--- src/bsp_defines.svh ---
/*
   offsets, field positions, write masks and reset values of the serial port
   clock-select and channel-select block.
   assumes a 16-bit register port addressed by word index.
*/
`ifndef BSP_DEFINES_SVH
`define BSP_DEFINES_SVH

// register word indices
`define BSP_OFS_PIN_CTRL      6'h00
`define BSP_OFS_RATE_CFG_TWO  6'h01
`define BSP_OFS_RX_MC_CTRL    6'h02
`define BSP_OFS_TX_MC_CTRL    6'h03
`define BSP_OFS_RX_ENA_BASE   6'h10
`define BSP_OFS_TX_ENA_BASE   6'h18

// pin control fields
`define BSP_PIN_RSVD_MSB      15
`define BSP_PIN_TX_IO         13
`define BSP_PIN_RX_IO         12
`define BSP_PIN_TX_FS_DIR     11
`define BSP_PIN_RX_FS_DIR     10
`define BSP_PIN_TX_CLK_DIR    9
`define BSP_PIN_RX_CLK_DIR    8
`define BSP_PIN_SCLK_SEL      7
`define BSP_PIN_SCLK_STATE    6
`define BSP_PIN_TX_DATA_STATE 5
`define BSP_PIN_RX_DATA_STATE 4
`define BSP_PIN_WR_MASK       16'h3f8f

// rate generator config two fields
`define BSP_CFG2_CLK_MODE     13
`define BSP_CFG2_DIV_MSB      7
`define BSP_CFG2_WR_MASK      16'h20ff

// multichannel control fields
`define BSP_MC_WIDE           9
`define BSP_MC_UPPER_MSB      8
`define BSP_MC_UPPER_LSB      7
`define BSP_MC_LOWER_MSB      6
`define BSP_MC_LOWER_LSB      5
`define BSP_MC_CUR_MSB        4
`define BSP_MC_CUR_LSB        2
`define BSP_MC_SEL_MSB        1
`define BSP_MC_WR_MASK        16'h03e3

`define BSP_REG_RESET         16'h0000
`define BSP_CHAN_LAST         7'h7f

`endif

--- src/bsp_pkg.sv ---
/*
   types shared by the serial port clock/channel-select block.
   assumes bsp_defines.svh for all numeric constants.
*/
package bsp_pkg;

   typedef enum logic [1:0] {
      BSP_SRC_EXT_SAMPLE,
      BSP_SRC_CPU,
      BSP_SRC_RX_PIN,
      BSP_SRC_TX_PIN
   } bsp_clk_src_t;

   // pin control register image
   typedef struct packed {
      logic [1:0] reserved;
      logic       tx_pins_as_io;
      logic       rx_pins_as_io;
      logic       tx_sync_direction;
      logic       rx_sync_direction;
      logic       tx_clock_direction;
      logic       rx_clock_direction;
      logic       sample_clock_pin_select;
      logic       sample_clock_pin_state;
      logic       tx_data_pin_state;
      logic       rx_data_pin_state;
      logic       tx_sync_polarity;
      logic       rx_sync_polarity;
      logic       tx_clock_polarity;
      logic       rx_clock_polarity;
   } bsp_pin_ctrl_t;

   // multichannel control, shared layout for rx and tx
   typedef struct packed {
      logic       wide_channel_mode;
      logic [1:0] upper_block_select;
      logic [1:0] lower_block_select;
      logic [1:0] multichannel_select;
   } bsp_mc_ctrl_t;

   typedef logic [7:0][15:0] bsp_enables_t;

endpackage

--- src/bsp_sync2.sv ---
/*
   two-flop synchroniser for pin inputs.
   assumes inputs are asynchronous to core_clk.
*/
`timescale 1ns/100ps
`default_nettype none
module bsp_sync2 #(
   parameter int WIDTH = 1
) (
   // clock and reset
   input  wire logic             core_clk,
   input  wire logic             reset,
   // async in, synced out
   input  wire logic [WIDTH-1:0] async_in,
   output logic      [WIDTH-1:0] sync_out
);
   logic [WIDTH-1:0] meta_q;

   // first stage feeds only the second
   always_ff @(posedge core_clk or posedge reset) begin
      if (reset) begin
         meta_q   <= '0;
         sync_out <= '0;
      end else begin
         meta_q   <= async_in;
         sync_out <= meta_q;
      end
   end
endmodule // bsp_sync2
`default_nettype wire

--- src/bsp_chan_gate.sv ---
/*
   channel-enable lookup for one direction of the multichannel stream.
   assumes the channel index counts words from frame start.
*/
`timescale 1ns/100ps
`default_nettype none
module bsp_chan_gate
   import bsp_pkg::*;
(
   // channel position
   input  wire logic [6:0]   chan_index,
   // configuration
   input  wire bsp_mc_ctrl_t mc_ctrl,
   input  wire bsp_enables_t enables,
   // result
   output logic              chan_on
);
   function automatic logic lookup(input logic [6:0] ch, input bsp_mc_ctrl_t mc,
                                   input bsp_enables_t ena);
      logic [2:0] blk;
      logic       hit;
      blk = ch[6:4];
      hit = 1'b0;
      if (mc.multichannel_select == 2'b00) begin
         hit = 1'b1;
      end else if (mc.wide_channel_mode) begin
         hit = ena[blk][ch[3:0]];
      end else if (blk == {mc.lower_block_select, 1'b0}) begin
         hit = ena[0][ch[3:0]];
      end else if (blk == {mc.upper_block_select, 1'b1}) begin
         hit = ena[1][ch[3:0]];
      end
      return hit;
   endfunction

   assign chan_on = lookup(chan_index, mc_ctrl, enables);
endmodule // bsp_chan_gate
`default_nettype wire

--- src/bsp_clk_chan_sel.sv ---
/*
   serial port clock-source selection, rate generator and multichannel
   channel selection, with its register port.
   assumes a single-cycle register master on core_clk and pins
   asynchronous to core_clk; word and frame strobes come from the
   serial shifters on core_clk.
   pin clocks are found by sampling, so a pin clock must stay well
   below a quarter of core_clk.
*/
// Local design decisions: the placing of the registers and the address-and-strobe port.
`timescale 1ns/100ps
`default_nettype none
`include "bsp_defines.svh"

// Behaviour
// - sample clock pin select at bit 7
// - generator clock mode at config bit 13
// - four-way generator input source selection
// - chosen clock pin loses its driver
// - rx-pin source clocks both sides, tx pin
// - pin control layout, reserved reads zero
// - frame is TDM stream, independent directions
// - narrow mode uses partitions A and B
// - wide mode uses partitions A to H
// - each partition spans sixteen consecutive channels
// - enable registers sixteen bits, reset zero
// - tx control wide bit 9, upper reserved
// - set bit passes channel, cleared suppresses
module bsp_clk_chan_sel
   import bsp_pkg::*;
(
   // clock and reset
   input  wire logic        core_clk,
   input  wire logic        reset,
   // register port
   input  wire logic [5:0]  reg_addr,
   input  wire logic [15:0] reg_wdata,
   input  wire logic        reg_write,
   input  wire logic        reg_read,
   output logic      [15:0] reg_rdata,
   // clock pins
   input  wire logic        rx_clock_pin_in,
   output logic             rx_clock_pin_out,
   output logic             rx_clock_pin_oe,
   input  wire logic        tx_clock_pin_in,
   output logic             tx_clock_pin_out,
   output logic             tx_clock_pin_oe,
   // frame sync pins
   input  wire logic        rx_sync_pin_in,
   output logic             rx_sync_pin_out,
   output logic             rx_sync_pin_oe,
   input  wire logic        tx_sync_pin_in,
   output logic             tx_sync_pin_out,
   output logic             tx_sync_pin_oe,
   // data pin states
   input  wire logic        rx_data_pin_in,
   input  wire logic        tx_data_pin_in,
   // internal frame sync from the shifters
   input  wire logic        rx_sync_gen,
   input  wire logic        tx_sync_gen,
   // bit clocks towards the shifters
   output logic             rx_bit_clk,
   output logic             tx_bit_clk,
   output logic             gen_clk,
   // channel stepping from the shifters
   input  wire logic        rx_frame_start,
   input  wire logic        rx_word_end,
   input  wire logic        tx_frame_start,
   input  wire logic        tx_word_end,
   // channel enables towards the shifters
   output logic             rx_chan_enabled,
   output logic             tx_chan_enabled
);
   bsp_pin_ctrl_t pin_q;
   logic          clk_mode_q;
   logic [7:0]    div_q;
   bsp_mc_ctrl_t  rx_mc_q;
   bsp_mc_ctrl_t  tx_mc_q;
   bsp_enables_t  rx_ena_q;
   bsp_enables_t  tx_ena_q;
   logic [15:0]   rdata_d;
   logic [15:0]   rdata_q;

   logic [3:0]    pins_s;
   logic          rx_clk_s;
   logic          tx_clk_s;
   logic          rx_data_s;
   logic          tx_data_s;
   logic          rx_clk_prev_q;
   logic          tx_clk_prev_q;
   logic          rx_clk_rise;
   logic          tx_clk_rise;

   bsp_clk_src_t  src;
   logic          src_tick;
   logic [7:0]    div_cnt_q;
   logic          gen_clk_q;

   logic [6:0]    rx_chan_q;
   logic [6:0]    tx_chan_q;
   logic          rx_gate;
   logic          tx_gate;
   logic          rx_on_q;
   logic          tx_on_q;

   // enable windows span eight words; writes and reads share this decode
   function automatic logic in_window(input logic [5:0] addr, input logic [5:0] base);
      return addr[5:3] == base[5:3];
   endfunction

   // stored control fields; the current-block bits are status only
   function automatic bsp_mc_ctrl_t mc_fields(input logic [15:0] w);
      return bsp_mc_ctrl_t'({w[`BSP_MC_WIDE:`BSP_MC_LOWER_LSB], w[`BSP_MC_SEL_MSB:0]});
   endfunction

   // control word as read back, with the live block of the channel counter
   function automatic logic [15:0] mc_word(input bsp_mc_ctrl_t mc, input logic [6:0] chan);
      logic [15:0] w;
      w = 16'h0000;
      w[`BSP_MC_WIDE:`BSP_MC_LOWER_LSB]  = mc[6:2];
      w[`BSP_MC_CUR_MSB:`BSP_MC_CUR_LSB] = chan[6:4];
      w[`BSP_MC_SEL_MSB:0]               = mc.multichannel_select;
      return w;
   endfunction

   // register writes
   always_ff @(posedge core_clk or posedge reset) begin
      if (reset) begin
         pin_q <= bsp_pin_ctrl_t'(`BSP_REG_RESET);
      end else if (reg_write && reg_addr == `BSP_OFS_PIN_CTRL) begin
         // status and reserved bits are not writable
         pin_q <= bsp_pin_ctrl_t'(reg_wdata & `BSP_PIN_WR_MASK);
      end
   end

   always_ff @(posedge core_clk or posedge reset) begin
      if (reset) begin
         clk_mode_q <= 1'b0;
         div_q      <= 8'h00;
      end else if (reg_write && reg_addr == `BSP_OFS_RATE_CFG_TWO) begin
         clk_mode_q <= reg_wdata[`BSP_CFG2_CLK_MODE];
         div_q      <= reg_wdata[`BSP_CFG2_DIV_MSB:0];
      end
   end

   always_ff @(posedge core_clk or posedge reset) begin
      if (reset) begin
         rx_mc_q <= '0;
         tx_mc_q <= '0;
      end else if (reg_write) begin
         if (reg_addr == `BSP_OFS_RX_MC_CTRL) begin
            rx_mc_q <= mc_fields(reg_wdata);
         end
         if (reg_addr == `BSP_OFS_TX_MC_CTRL) begin
            tx_mc_q <= mc_fields(reg_wdata);
         end
      end
   end

   // enable registers, one per partition and direction
   genvar p;
   generate
      for (p = 0; p < 8; p++) begin : g_ena
         always_ff @(posedge core_clk or posedge reset) begin
            if (reset) begin
               rx_ena_q[p] <= `BSP_REG_RESET;
               tx_ena_q[p] <= `BSP_REG_RESET;
            end else if (reg_write) begin
               if (in_window(reg_addr, `BSP_OFS_RX_ENA_BASE) && reg_addr[2:0] == 3'(p)) begin
                  rx_ena_q[p] <= reg_wdata;
               end
               if (in_window(reg_addr, `BSP_OFS_TX_ENA_BASE) && reg_addr[2:0] == 3'(p)) begin
                  tx_ena_q[p] <= reg_wdata;
               end
            end
         end
      end
   endgenerate

   // register reads, data the cycle after the strobe
   always_comb begin
      rdata_d = 16'h0000;
      if (reg_addr == `BSP_OFS_PIN_CTRL) begin
         rdata_d = pin_q;
         rdata_d[15:14] = 2'b00;
         // no sample clock pin exists, so its state reads low
         rdata_d[`BSP_PIN_SCLK_STATE]    = 1'b0;
         rdata_d[`BSP_PIN_TX_DATA_STATE] = tx_data_s;
         rdata_d[`BSP_PIN_RX_DATA_STATE] = rx_data_s;
      end else if (reg_addr == `BSP_OFS_RATE_CFG_TWO) begin
         rdata_d[`BSP_CFG2_CLK_MODE]  = clk_mode_q;
         rdata_d[`BSP_CFG2_DIV_MSB:0] = div_q;
      end else if (reg_addr == `BSP_OFS_RX_MC_CTRL) begin
         rdata_d = mc_word(rx_mc_q, rx_chan_q);
      end else if (reg_addr == `BSP_OFS_TX_MC_CTRL) begin
         rdata_d = mc_word(tx_mc_q, tx_chan_q);
      end else if (in_window(reg_addr, `BSP_OFS_RX_ENA_BASE)) begin
         rdata_d = rx_ena_q[reg_addr[2:0]];
      end else if (in_window(reg_addr, `BSP_OFS_TX_ENA_BASE)) begin
         rdata_d = tx_ena_q[reg_addr[2:0]];
      end
   end

   always_ff @(posedge core_clk or posedge reset) begin
      if (reset) begin
         rdata_q <= 16'h0000;
      end else begin
         // zero between replies, so a stale word is never taken for one
         rdata_q <= reg_read ? rdata_d : 16'h0000;
      end
   end

   assign reg_rdata = rdata_q;

   // pin sampling
   bsp_sync2 #(
      .WIDTH (4)
   ) u_pin_sync (
      .core_clk (core_clk),
      .reset    (reset),
      .async_in ({rx_clock_pin_in, tx_clock_pin_in, rx_data_pin_in, tx_data_pin_in}),
      .sync_out (pins_s)
   );

   assign rx_clk_s  = pins_s[3];
   assign tx_clk_s  = pins_s[2];
   assign rx_data_s = pins_s[1];
   assign tx_data_s = pins_s[0];

   always_ff @(posedge core_clk or posedge reset) begin
      if (reset) begin
         rx_clk_prev_q <= 1'b0;
         tx_clk_prev_q <= 1'b0;
      end else begin
         rx_clk_prev_q <= rx_clk_s;
         tx_clk_prev_q <= tx_clk_s;
      end
   end

   // edge flops reset low, so a pin held low through reset shows no edge
   assign rx_clk_rise = rx_clk_s & ~rx_clk_prev_q;
   assign tx_clk_rise = tx_clk_s & ~tx_clk_prev_q;

   // generator source: a tick per source edge, clock mux avoided
   assign src = bsp_clk_src_t'({pin_q.sample_clock_pin_select, clk_mode_q});

   always_comb begin
      unique case (src)
         BSP_SRC_EXT_SAMPLE: src_tick = 1'b0;
         BSP_SRC_CPU:        src_tick = 1'b1;
         BSP_SRC_RX_PIN:     src_tick = rx_clk_rise;
         BSP_SRC_TX_PIN:     src_tick = tx_clk_rise;
      endcase
   end

   // divide by div+1 ticks per half period
   // the cpu source ticks every cycle, a pin source once per pin rise
   always_ff @(posedge core_clk or posedge reset) begin
      if (reset) begin
         div_cnt_q <= 8'h00;
         gen_clk_q <= 1'b0;
      end else if (src_tick) begin
         if (div_cnt_q >= div_q) begin
            div_cnt_q <= 8'h00;
            gen_clk_q <= ~gen_clk_q;
         end else begin
            div_cnt_q <= div_cnt_q + 8'h01;
         end
      end
   end

   assign gen_clk = gen_clk_q;

   // bit clocks: generator when driven, synced pin otherwise
   assign rx_bit_clk = pin_q.rx_clock_direction ? gen_clk_q : rx_clk_s ^ pin_q.rx_clock_polarity;
   assign tx_bit_clk = pin_q.tx_clock_direction ? gen_clk_q : tx_clk_s ^ pin_q.tx_clock_polarity;

   // a clock pin feeding the generator must never also drive
   assign rx_clock_pin_oe  = pin_q.rx_clock_direction && src != BSP_SRC_RX_PIN;
   assign tx_clock_pin_oe  = pin_q.tx_clock_direction && src != BSP_SRC_TX_PIN;
   assign rx_clock_pin_out = gen_clk_q ^ pin_q.rx_clock_polarity;
   assign tx_clock_pin_out = gen_clk_q ^ pin_q.tx_clock_polarity;

   // frame sync pins
   assign rx_sync_pin_oe  = pin_q.rx_sync_direction & ~pin_q.rx_pins_as_io;
   assign tx_sync_pin_oe  = pin_q.tx_sync_direction & ~pin_q.tx_pins_as_io;
   assign rx_sync_pin_out = rx_sync_gen ^ pin_q.rx_sync_polarity;
   assign tx_sync_pin_out = tx_sync_gen ^ pin_q.tx_sync_polarity;

   // channel position within the TDM frame, saturating at the last channel
   // saturation stops an overlong frame from wrapping onto channel 0
   always_ff @(posedge core_clk or posedge reset) begin
      if (reset) begin
         rx_chan_q <= 7'h00;
      end else if (rx_frame_start) begin
         rx_chan_q <= 7'h00;
      end else if (rx_word_end && rx_chan_q != `BSP_CHAN_LAST) begin
         rx_chan_q <= rx_chan_q + 7'h01;
      end
   end

   always_ff @(posedge core_clk or posedge reset) begin
      if (reset) begin
         tx_chan_q <= 7'h00;
      end else if (tx_frame_start) begin
         tx_chan_q <= 7'h00;
      end else if (tx_word_end && tx_chan_q != `BSP_CHAN_LAST) begin
         tx_chan_q <= tx_chan_q + 7'h01;
      end
   end

   bsp_chan_gate u_rx_gate (
      .chan_index (rx_chan_q),
      .mc_ctrl    (rx_mc_q),
      .enables    (rx_ena_q),
      .chan_on    (rx_gate)
   );

   bsp_chan_gate u_tx_gate (
      .chan_index (tx_chan_q),
      .mc_ctrl    (tx_mc_q),
      .enables    (tx_ena_q),
      .chan_on    (tx_gate)
   );

   // registered so the shifters see a clean level per word
   always_ff @(posedge core_clk or posedge reset) begin
      if (reset) begin
         rx_on_q <= 1'b0;
         tx_on_q <= 1'b0;
      end else begin
         rx_on_q <= rx_gate;
         tx_on_q <= tx_gate;
      end
   end

   assign rx_chan_enabled = rx_on_q;
   assign tx_chan_enabled = tx_on_q;

endmodule // bsp_clk_chan_sel
`default_nettype wire

--- config.mk ---
export PLATFORM = sky130hd
export DESIGN_NAME = bsp_clk_chan_sel
export DESIGN_NICKNAME = d
export VERILOG_FILES = /design/src/bsp_pkg.sv /design/src/bsp_sync2.sv /design/src/bsp_chan_gate.sv /design/src/bsp_clk_chan_sel.sv
export VERILOG_INCLUDE_DIRS = /design/src
export SDC_FILE = /design/constraint.sdc
export NUM_CORES = 1
export LEC_CHECK = 0
export ABC_AREA = 1
export BUFFER_PORTS_ARGS = -buffer_cell sky130_fd_sc_hd__buf_4
export CAP_MARGIN = 5
export CELL_PAD_IN_SITES_DETAIL_PLACEMENT = 1
export CELL_PAD_IN_SITES_GLOBAL_PLACEMENT = 1
export CORE_AREA = 2 2 190 238
export CTS_BUF_LIST = sky130_fd_sc_hd__clkbuf_4 sky130_fd_sc_hd__clkbuf_8
export DETAILED_ROUTE_END_ITERATION = 8
export DIE_AREA = 0 0 192 240
export HOLD_SLACK_MARGIN = 0.1
export PLACE_DENSITY_LB_ADDON = 0.12
export REMOVE_ABC_BUFFERS = 1
export SLEW_MARGIN = 10
export SYNTH_ARGS = -nofsm -noshare
export SYNTH_HDL_FRONTEND = slang
export SYNTH_HIERARCHICAL = 1
export SYNTH_SLANG_ARGS = --single-unit
--- constraint.sdc ---
create_clock -name core_clk -period 13 [get_ports core_clk]
set_input_delay 3.9 -clock core_clk [delete_from_list [all_inputs] [get_ports core_clk]]
set_output_delay 3.9 -clock core_clk [all_outputs]
set_load 0.005 [all_outputs]
==> results of run 1 <==
## critical path: stages
cell    delay (ps)
buf_4          110
xor2_1         130
buf_4          140
## logic make-up after synthesis
kind of cell,share of synthesized area (%)
XOR/XNOR,0.892
AND/OR/NAND/NOR,29.7
AO/OA/AOI/OAI,14.7
buffers and inverters,8.22
adder cells (fa/ha/maj),0.737
flip-flops,45.7
## stage by stage
step / cells / setup TNS (ps) / area [µm²] / power [mW]
finish: 3158 / 0 / 20500 / 2.97
floorplan: 2387 / -41570 / 17800 / 1.70
CTS: 3156 / 0 / 20500 / 2.99
global placement: 3055 / 0 / 19300 / 1.87
global route: 3158 / 0 / 20500 / 3.13
detailed placement: 3055 / 0 / 19300 / 1.90
## layout by cell type, fill, tap and decap left out, types with 4 or more instances in the layout
master	count
a21oi_1	214
a22oi_1	12
buf_4	96
clkbuf_4	18
clkbuf_8	76
dfrtp_1	339
ha_1	11
inv_1	156
inv_2	11
nand2_1	705
nand3_1	326
nand4_1	13
nor2_1	244
nor2_2	9
nor2_4	6
nor3_1	12
o2111ai_1	9
o211ai_1	25
o21ai_0	236
o21ai_1	11
o22ai_1	5
xnor2_1	4
xor2_1	15
## where the power goes
part / switching (mW) / internal, mW / total, mW
Sequential: 0.146 / 1.23 / 1.38
Clock: 0.469 / 0.608 / 1.08
Combinational: 0.319 / 0.196 / 0.515
Total: 0.934 / 2.03 / 2.97
## routing by layer
metal  vias to the layer above  track usage, %  wire (µm)
li1                       8345               -          -
met1                      9142            40.4      30200
met2                       523            53.9      35100
met3                       131            3.85       3560
met4                         0            10.7       2100
met5                         -               0          0
## worst paths after layout
check                                         end  slack (ps)  depth (start not counted)
max                               tx_sync_pin_out        4820                          3
min                        u_pin_sync/sync_out[2]         340                          0
max reg2reg                       rx_chan_enabled       10050                         12
min reg2reg                u_pin_sync/sync_out[2]         340                          0
max in group asynchronous           rx_ena_q[100]        7920                          3
min in group asynchronous  u_pin_sync/sync_out[1]        3220                          2
## registers in the layout (all words and copies together), names as in the netlist
| register | flops |
|---|---|
| div_q | 8 |
| u_pin_sync/meta_q | 4 |
| rx_chan_enabled | 1 |
| rx_clk_prev_q | 1 |
| pin_q | 11 |
| clk_mode_q | 1 |
| u_pin_sync/sync_out | 4 |
| rx_ena_q | 128 |
| rx_mc_q | 7 |
| tx_mc_q | 7 |
| div_cnt_q | 8 |
| tx_ena_q | 128 |
| tx_chan_enabled | 1 |
| gen_clk | 1 |
| tx_clk_prev_q | 1 |
| reg_rdata | 16 |
| tx_chan_q | 7 |
| rx_chan_q | 7 |
## layout make-up
class | count | area share, %
clock inverter | 7 | 0.439
tap | 572 | 3.49
clock buffer | 94 | 5.75
antenna | 2 | 0.0244
inverter | 170 | 3.17
timing repair buffer | 96 | 3.51
sequential | 341 | 41.6
multi-input combinational | 1876 | 42.0
==> metrics.md, run 1 <==
| Metric | Value |
|---|---|
| Status | `finished clean` |
| Clk slew on worst S/H paths | `70 ps` |
| First-pass GRT wire length | `approximately 110 mm` |
| Drt via density | `approximately 5.7` |
| Largest net degree at the start of global routing | `about 130` |
| Total CTS buffers | `57` |
| Final Cycle Share | `62.9%` |
| Clk root buf | `clkbuf_8` |
| Register area share after synthesis | `45.7%` |
| RSZ-0062 raised after global routing | `false` |
| Area of the multi-input gates | `8630 µm²` |
| Leak pwr | `9.61 nW` |
| PortBufs | `64` |
| Synth Instances | `around 2.6k` |
| Area contributors post-synth | `dfrtp_1 (46%), nand2_1 (14%), nand3_1 (8.7%)` |
| Setup WS pre-CTS | `between 4000 and 5000 ps` |
| Final cell utilization of the core | `46.8%` |
| R2r startpoint | `rx_chan_q[4]` |
| Clk_lat worst skew | `670 ps` |
| Critical path peak fanout | `1` |
| Distinct cell type count after synthesis | `38` |
| Synth Area per Inst | `7.29 µm²` |
| Post-DP HPWL | `43.6 mm` |
| Share of layout cells above drive strength 1 | `9.13%` |
| Post-synth EDFFs | `0` |
| Hold Startpoint | `u_pin_sync/meta_q[2]` |
| Yosys warns | `6` |
| Slew @ Worst Pin | `1040 ps` |
| GPL Wtd Cong | `between 0.9 and 1` |
| DRC | `0` |
| Crit start category | `primary input` |
| Worst Setup End Kind | `primary output` |
| Relative max-transition margin | `30.9%` |
| Core area | `~44000 µm²` |
| CP arrival | `4280 ps` |
| Critical Path RT | `slightly above 9000 ps` |
| DRT Wirelength | `between 70 and 80 mm` |
| Post-synth top cells | `nand2_1 (705), dfrtp_1 (341), nand3_1 (326)` |
| Clk buf depth | `3` |
| Synthesized cell area | `18700 µm²` |
| CTS tree | `built` |
| Setup Fix Bufs, Post-CTS | `0` |
| # IOs | `67` |
| Max_cap viols | `0` |
| Die width | `~190 µm` |
| Nets | `approximately 2.6k` |
| H-tree depth | `2` |
| IR drop worst, VDD | `between 0.07 and 0.08 mV` |
| Fmax | `0.122 GHz` |
| # rows | `86` |
| DR vias | `approximately 18k` |
| Pwr dens | `145 nW/µm²` |
| Tmin final | `between 8000 and 9000 ps` |
| PostCTS Resize Cnt | `0` |
| Worst Path Class, Setup | `primary input to primary output` |
| Pre-Repair DR Iteration Count | `5` |
| CTS Sinks | `around 340` |
| DR WL/cell | `roughly 22 µm` |
| Hold Fails Final Rpt | `0` |
| Vias in the first global route | `18.7k` |
| Synth Flop Type | `dfrtp_1` |
| Post-route ant nets | `0` |
| Initial DRC Count | `1249` |
| Yosys top cell by area | `dfrtp_1` |
| Fraction of registers with async set/reset | `100%` |
| Global route overflow | `0` |
| Layout area overhead | `9.99%` |
| All-Layer GR Usage | `31.2%` |
| Top cell type's share of synthesized area | `45.7%` |
| Final setup viols | `0` |
| # hold bufs at CTS | `0` |
| #FFs+latches synth | `341` |
| Crit path from | `tx_sync_gen` |
| Setup slack after layout | `4820 ps` |
| Initial antenna violation count | `3` |
| Initial core utilization | `42.5%` |
| Count leader, synth | `nand2_1` |
| Die height | `approximately 240 µm` |
| Hold slack final | `344 ps` |
| Fill cells | `around 5.5k` |
| Fin Clk Skew | `about 29 ps` |
| Hold WC Path Type | `register to register` |
| Max Slew Vio Count | `0` |
| Total die area | `46100 µm²` |
| FF/Latch Area | `roughly 8500 µm²` |
Note: power is estimated with default switching activity, not from simulation.
==> inputs of run 2 (changes only) <==
- clock period: 13 -> 7 ns (I/O delays scaled with it)
==> run 2 against run 1 <==
Net effect: global-route usage about the same; critical path depth unchanged; sequential cell count unchanged; first-iteration DRC count decreased by 2.2%; clock power increased by 82%; non-clock buffer count unchanged; utilization increased by 0.060 points; routed wire length increased by 0.16%; sequential share of layout area decreased by 0.053 points; setup slack got worse by 2400 ps; critical path type unchanged.
==> metrics.md, run 2 (synthesis results as in run 1) <==
| Metric | Value |
|---|---|
| Die width | `192 µm (unchanged)` |
| Post-route ant nets | `0 (unchanged)` |
| CP delay by family, top | `buffers and inverters` |
| Area of the multi-input gates | `8630 µm² (about the same)` |
| First-pass GRT wire length | `109 mm (-0.52%)` |
| Initial core utilization | `42.5% (unchanged)` |
| Fmax | `0.218 GHz` |
| All-Layer GR Usage | `31.2% (about the same)` |
| H-tree depth | `2 (unchanged)` |
| Tmin final | `about 4600 ps` |
| # IOs | `67 (unchanged)` |
| Critical Path RT | `4900 ps (-4200 ps)` |
| Max incr delay on CP | `140 ps (about the same)` |
| Clk slew on worst S/H paths | `60 ps (about the same)` |
| Nets | `2592 (+0.039%)` |
| Fin Clk Skew | `16.1 ps (-12.5 ps)` |
| Worst hold path stage count | `0 (unchanged)` |
| GPL Wtd Cong | `0.924 (+2.1%)` |
| RSZ-0062 raised after global routing | `false` |
| Largest net degree at the start of global routing | `116 (-12%)` |
| FF/Latch Area | `8540 µm² (unchanged)` |
| Commonest non-fill, non-tap cell in the layout | `nand2_1` |
| CP Depth | `3 (unchanged)` |
| Total CTS buffers | `58 (+1.8%)` |
| Worst path buffer plus inverter count | `2 (unchanged)` |
| Leak pwr | `9.63 nW (+0.17%)` |
| Drt via density | `5.74 (about the same)` |
| Setup Fix Bufs, Post-CTS | `0 (unchanged)` |
| Crit start category | `primary input` |
| DR vias | `18.2k (+0.10%)` |
| DRT Wirelength | `71.1 mm (+0.16%)` |
| Critical path peak fanout | `1 (unchanged)` |
| Post-DP HPWL | `44.1 mm (+1.0%)` |
| Final Cycle Share | `roughly two thirds` |
| Clk root buf | `clkbuf_8` |
| Total power | `5.48 mW (+85%)` |
| CTS tree | `built` |
| Vias in the first global route | `18.7k (-0.30%)` |
| Hold slack final | `353 ps (+9.36 ps)` |
| # hold bufs at CTS | `0 (unchanged)` |
| Slew @ Worst Pin | `994 ps (-42.2 ps)` |
| Fin cells | `3162 (+0.13%)` |
| R2R cell count | `11 (-1)` |
| Share of layout cells above drive strength 1 | `9.27% (+0.14 points)` |
| CTS Sinks | `341 (unchanged)` |
| PostCTS Resize Cnt | `0 (unchanged)` |
| Pwr dens | `267 nW/µm² (+84%)` |
| Max Slew Vio Count | `0 (unchanged)` |
| Max_cap viols | `0 (unchanged)` |
| # rows | `86 (unchanged)` |
| Clk_lat worst skew | `670 ps (about the same)` |
| Crit path cell chain | `buf_4 > xor2_1 > buf_4` |
| Fill cells | `5571 (+0.69%)` |
| DR WL/cell | `22.5 µm (about the same)` |
| Clk buf depth | `3 (unchanged)` |
| Fin area | `20600 µm² (+0.13%)` |
| Hold WC Path Type | `register to register` |
| Worst Path Class, Setup | `primary input to primary output` |
| Total die area | `46100 µm² (unchanged)` |
| Pre-Repair DR Iteration Count | `6 (+1)` |
| CP arrival | `2480 ps (-1800 ps)` |
| Die height | `240 µm (unchanged)` |
| Final setup viols | `0 (unchanged)` |
| PortBufs | `64 (unchanged)` |
| Relative max-transition margin | `33.6% (+2.7 points)` |
| IR drop worst, VDD | `0.145 mV (+100%)` |
| CP max-delay cell | `buf_4` |
| Most frequent CP cell | `buf_4` |
| DP Cell Count | `3055 (unchanged)` |
| Initial antenna violation count | `2 (-1)` |
| Hold Fails Final Rpt | `0 (unchanged)` |
| Layout area overhead | `10.1%` |
| Initial DRC Count | `1222 (-2.2%)` |
| DRC | `0 (unchanged)` |
| Core area | `43900 µm² (unchanged)` |
| Placed cell area | `19300 µm² (+0.16%)` |
| Worst Setup End Kind | `primary output` |
| Global route overflow | `0 (unchanged)` |
| Most frequent cells in the layout | `nand2_1 (705), dfrtp_1 (339), nand3_1 (326)` |
| Status | `finished clean` |
[run 2: where the power goes]
group	switching, mW	internal, mW
sequential	0.271	2.29
combinational	0.594	0.365
clock	0.860	1.11
total	1.72	3.76
[run 2: routing by layer]
| metal | track usage (%) | share of wire (%) | vias up |
|---|---|---|---|
| met5 | 0 | 0 | - |
| met4 | 12.3 | 4.0 | 0 |
| met3 | 4.71 | 4.9 | 175 |
| met2 | 52.5 | 48 | 509 |
| met1 | 40.4 | 43 | 9124 |
| li1 | - | - | 8352 |
[run 2: layout make-up]
class / instances / share of cell area (%)
clock inverter: 4 / 0.110
antenna: 1 / 0.0122
inverter: 170 / 3.17
multi-input combinational: 1876 / 42.0
timing repair buffer: 96 / 3.63
tap: 572 / 3.48
clock buffer: 102 / 6.07
sequential: 341 / 41.5
[run 2: through the flow]
step / setup TNS [ps] / setup WS [ps] / util, %
2_1_floorplan: -1440170 / -4320 / -
3_3_place_gp: 0 / 2270 / 43.9
3_5_place_dp: 0 / 2200 / 43.9
4_1_cts: 0 / 2420 / 46.8
5_1_grt: 0 / 2390 / 46.8
6_report: 0 / 2420 / 46.8
[run 2: final timing paths]
kind	slack [ps]	end	start
setup / recovery	2420	rx_sync_pin_out	rx_sync_gen
hold / removal	350	u_pin_sync/sync_out[2]	u_pin_sync/meta_q[2]
setup reg to reg	4480	rx_chan_enabled	rx_chan_q[5]
hold reg to reg	350	u_pin_sync/sync_out[2]	u_pin_sync/meta_q[2]
max in group asynchronous	4260	rx_chan_q[4]	reset
min in group asynchronous	1420	u_pin_sync/sync_out[0]	reset
[run 2: worst reg2reg max path: cells and delay by family, from the launching register on]
family / cells / cell delay, ps
simple gates: 9 / 1020
flops: 1 / 360
buf+inv: 2 / 1010
==> inputs of run 3 (changes only) <==
- ABC_AREA: 1 -> 0
- CORE_AREA: 2 2 190 238 -> 2 2 186 233
- DIE_AREA: 0 0 192 240 -> 0 0 188 235
- clock period: 7 -> 3.7 ns (I/O delays scaled with it)
==> run 3 against run 2 <==
Net effect: total power grew 81%; largest power group unchanged; synthesized cell count fell by 45%; global-route usage is 5.1 points lower; hold slack improved by 3.9 ps; die area down 4.1%; largest cell class unchanged; highest routed layer unchanged.
==> metrics.md, run 3 <==
| Metric | Value |
|---|---|
| Status | `finished clean` |
| Vias in the first global route | `13.6k (-27%)` |
| Clk slew on worst S/H paths | `70 ps (about the same)` |
| R2r startpoint | `tx_chan_q[4]` |
| Slew @ Worst Pin | `1020 ps (+26.5 ps)` |
| Fraction of registers with async set/reset | `100% (unchanged)` |
| Post-DP HPWL | `37.9 mm (-14%)` |
| IR drop worst, VDD | `0.249 mV (+72%)` |
| Area contributors post-synth | `dfrtp_1 (46%), mux2_2 (16%), mux4_2 (13%)` |
| CTS Sinks | `341 (unchanged)` |
| Max incr delay on CP | `1040 ps (+900 ps)` |
| Relative max-transition margin | `32.0% (-1.6 points)` |
| Fin Clk Skew | `16.9 ps (+0.777 ps)` |
| Post-synth top cells | `dfrtp_1 (341), mux2_2 (271), mux4_2 (111)` |
| Fin cells | `2073 (-34%)` |
| H-tree depth | `2 (unchanged)` |
| # hold bufs at CTS | `0 (unchanged)` |
| Tmin final | `2870 ps` |
| CP max-delay cell | `dfrtp_2` |
| Hold WC Path Type | `register to register` |
| Die width | `188 µm (-2.1%)` |
| Yosys warns | `6 (unchanged)` |
| Initial core utilization | `44.6% (+2.1 points)` |
| CP arrival | `3380 ps (+900 ps)` |
| R2R cell count | `6 (-5)` |
| DR WL/cell | `27.1 µm (+21%)` |
| Critical Path RT | `4220 ps (-680 ps)` |
| # rows | `84 (-2.3%)` |
| Post-synth EDFFs | `0 (unchanged)` |
| WHS Endpoint | `u_pin_sync/sync_out[1]` |
| #FFs+latches synth | `341 (unchanged)` |
| Hold Fails Final Rpt | `0 (unchanged)` |
| Total CTS buffers | `57 (-1.7%)` |
| Final Cycle Share | `around 77%` |
| Critical path peak fanout | `31 (+30)` |
| Share of layout cells above drive strength 1 | `43.0% (+34 points)` |
| Yosys top cell by area | `dfrtp_1` |
| PortBufs | `64 (unchanged)` |
| Largest net degree at the start of global routing | `79 (-32%)` |
| Max_cap viols | `0 (unchanged)` |
| Most frequent cells in the layout | `dfrtp_1 (337), mux2_2 (271), buf_4 (114)` |
| Commonest non-fill, non-tap cell in the layout | `dfrtp_1` |
| Synth Area per Inst | `13.4 µm² (+83%)` |
| Setup slack, reg-to-reg | `830 ps (-3650 ps)` |
| Worst hold path stage count | `0 (unchanged)` |
| Fmax | `0.349 GHz` |
| Pwr dens | `472 nW/µm² (+77%)` |
| Pre-Repair DR Iteration Count | `5 (-1)` |
| Reg-to-reg endpoint | `tx_chan_enabled` |
| Fill cells | `4191 (-25%)` |
| Nets | `1517 (-41%)` |
| DRT Wirelength | `56.3 mm (-21%)` |
| Initial antenna violation count | `1 (-1)` |
| Top cell type's share of synthesized area | `45.7% (-0.058 points)` |
| Hold Startpoint | `u_pin_sync/meta_q[1]` |
| Clk_lat worst skew | `650 ps (-20 ps)` |
| Synthesized cell area | `18700 µm² (+0.13%)` |
| # IOs | `67 (unchanged)` |
| Max Slew Vio Count | `0 (unchanged)` |
| Initial DRC Count | `669 (-45%)` |
| Synth Flop Type | `dfrtp_1` |
| Worst Path Class, Setup | `register to register` |
| RSZ-0062 raised after global routing | `false` |
| Clk root buf | `clkbuf_8` |
| GPL Wtd Cong | `0.827 (-11%)` |
| Leak pwr | `9.38 nW (-2.6%)` |
| CTS tree | `built` |
| Worst Setup End Kind | `register` |
| Clk buf depth | `3 (unchanged)` |
| PostCTS Resize Cnt | `0 (unchanged)` |
| Crit path cell chain | `mux4_2 > a22oi_1 > a31oi_1 > a21oi_1 > nor4b_1 > a211oi_1` |
| Core area | `41900 µm² (-4.5%)` |
| Setup Fix Bufs, Post-CTS | `0 (unchanged)` |
| Register area share after synthesis | `45.7% (-0.058 points)` |
| DR vias | `12.5k (-31%)` |
| Drt via density | `6.05 (+5.4%)` |
| DRC | `0 (unchanged)` |
| Post-route ant nets | `0 (unchanged)` |
| First-pass GRT wire length | `87.4 mm (-20%)` |
| Die height | `235 µm (-2.1%)` |
| Crit path from | `tx_chan_q[4]` |
| Total power | `9.94 mW (+81%)` |
| Crit start category | `register` |
| Final setup viols | `0 (unchanged)` |
| Distinct cell type count after synthesis | `66 (+74%)` |
| Layout area overhead | `12.7%` |
| DP Cell Count | `1968 (-36%)` |
| Global route overflow | `0 (unchanged)` |
| Count leader, synth | `dfrtp_1` |
| Total die area | `44200 µm² (-4.1%)` |
| All-Layer GR Usage | `26.2% (-5.1 points)` |
| Synth Instances | `1399 (-45%)` |
## run 3: kinds of logic (layout without fill, tap and decap cells)
| kind of cell | Yosys count | in the layout | share of synthesized area (%) |
|---|---|---|---|
| xor+xnor | 27 | 27 | 1.27 |
| other cells | 0 | 1 | 0 |
| simple gates | 246 | 246 | 7.05 |
| mux | 479 | 479 | 35.4 |
| flops | 341 | 341 | 45.7 |
| fa+ha+maj | 11 | 11 | 0.737 |
| compound gates | 161 | 161 | 6.20 |
| buf+inv | 134 | 248 | 3.64 |
## run 3: critical path, delay by kind of cell, from the launching register on
kind | cells | cell delay [ps]
flops | 1 | 1040
compound gates | 4 | 750
mux | 1 | 630
simple gates | 1 | 310
## run 3: per-stage QoR
stage / setup WS [ps] / util [%] / setup TNS, ps / instance area (µm²) / hold slack [ps]
CTS: 826 / 50.2 / 0 / 21100 / 362
global placement: 422 / 47.2 / 0 / 19800 / 337
floorplan: -6630 / - / -2209400 / 18100 / 331
global route: 669 / 50.2 / 0 / 21100 / 376
detailed placement: 397 / 47.2 / 0 / 19800 / 337
finish: 834 / 50.2 / 0 / 21100 / 357
## run 3: report_power, final
group / leakage [nW] / internal (mW) / switching, mW / total (mW)
clock: 0.674 / 2.03 / 1.59 / 3.62
combinational: 4.19 / 0.918 / 0.741 / 1.66
sequential: 4.51 / 4.20 / 0.461 / 4.66
## run 3: how the worst max path moves through the flow
| stage | end | slack [ps] | depth (start not counted) |
|---|---|---|---|
| after floorplan | clk_mode_q | -6630 | 1 |
| after global placement | reg_rdata[1] | 420 | 6 |
| after detailed placement | reg_rdata[1] | 400 | 6 |
| after CTS | rx_chan_enabled | 830 | 6 |
| after global routing | tx_chan_enabled | 670 | 6 |
| final | tx_chan_enabled | 830 | 6 |
## run 3: layout make-up
type | instances | area (µm²) | share of cell area [%]
Antenna cell | 1 | 2.50 | 0.0119
Clock buffer | 94 | 1190 | 5.67
Clock inverter | 10 | 50.0 | 0.238
Inverter | 23 | 93.8 | 0.446
Multi-Input combinational cell | 924 | 9490 | 45.0
Sequential cell | 341 | 8540 | 40.5
Tap cell | 559 | 699 | 3.32
Timing Repair Buffer | 121 | 996 | 4.73
## run 3: routing by layer
layer | up-vias | track usage [%] | wire, µm
met2 | 285 | 45.0 | 28500
li1 | 5427 | - | -
met5 | - | 0 | 0
met1 | 6747 | 34.5 | 24200
met3 | 84 | 3.67 | 2060
met4 | 0 | 7.40 | 1470
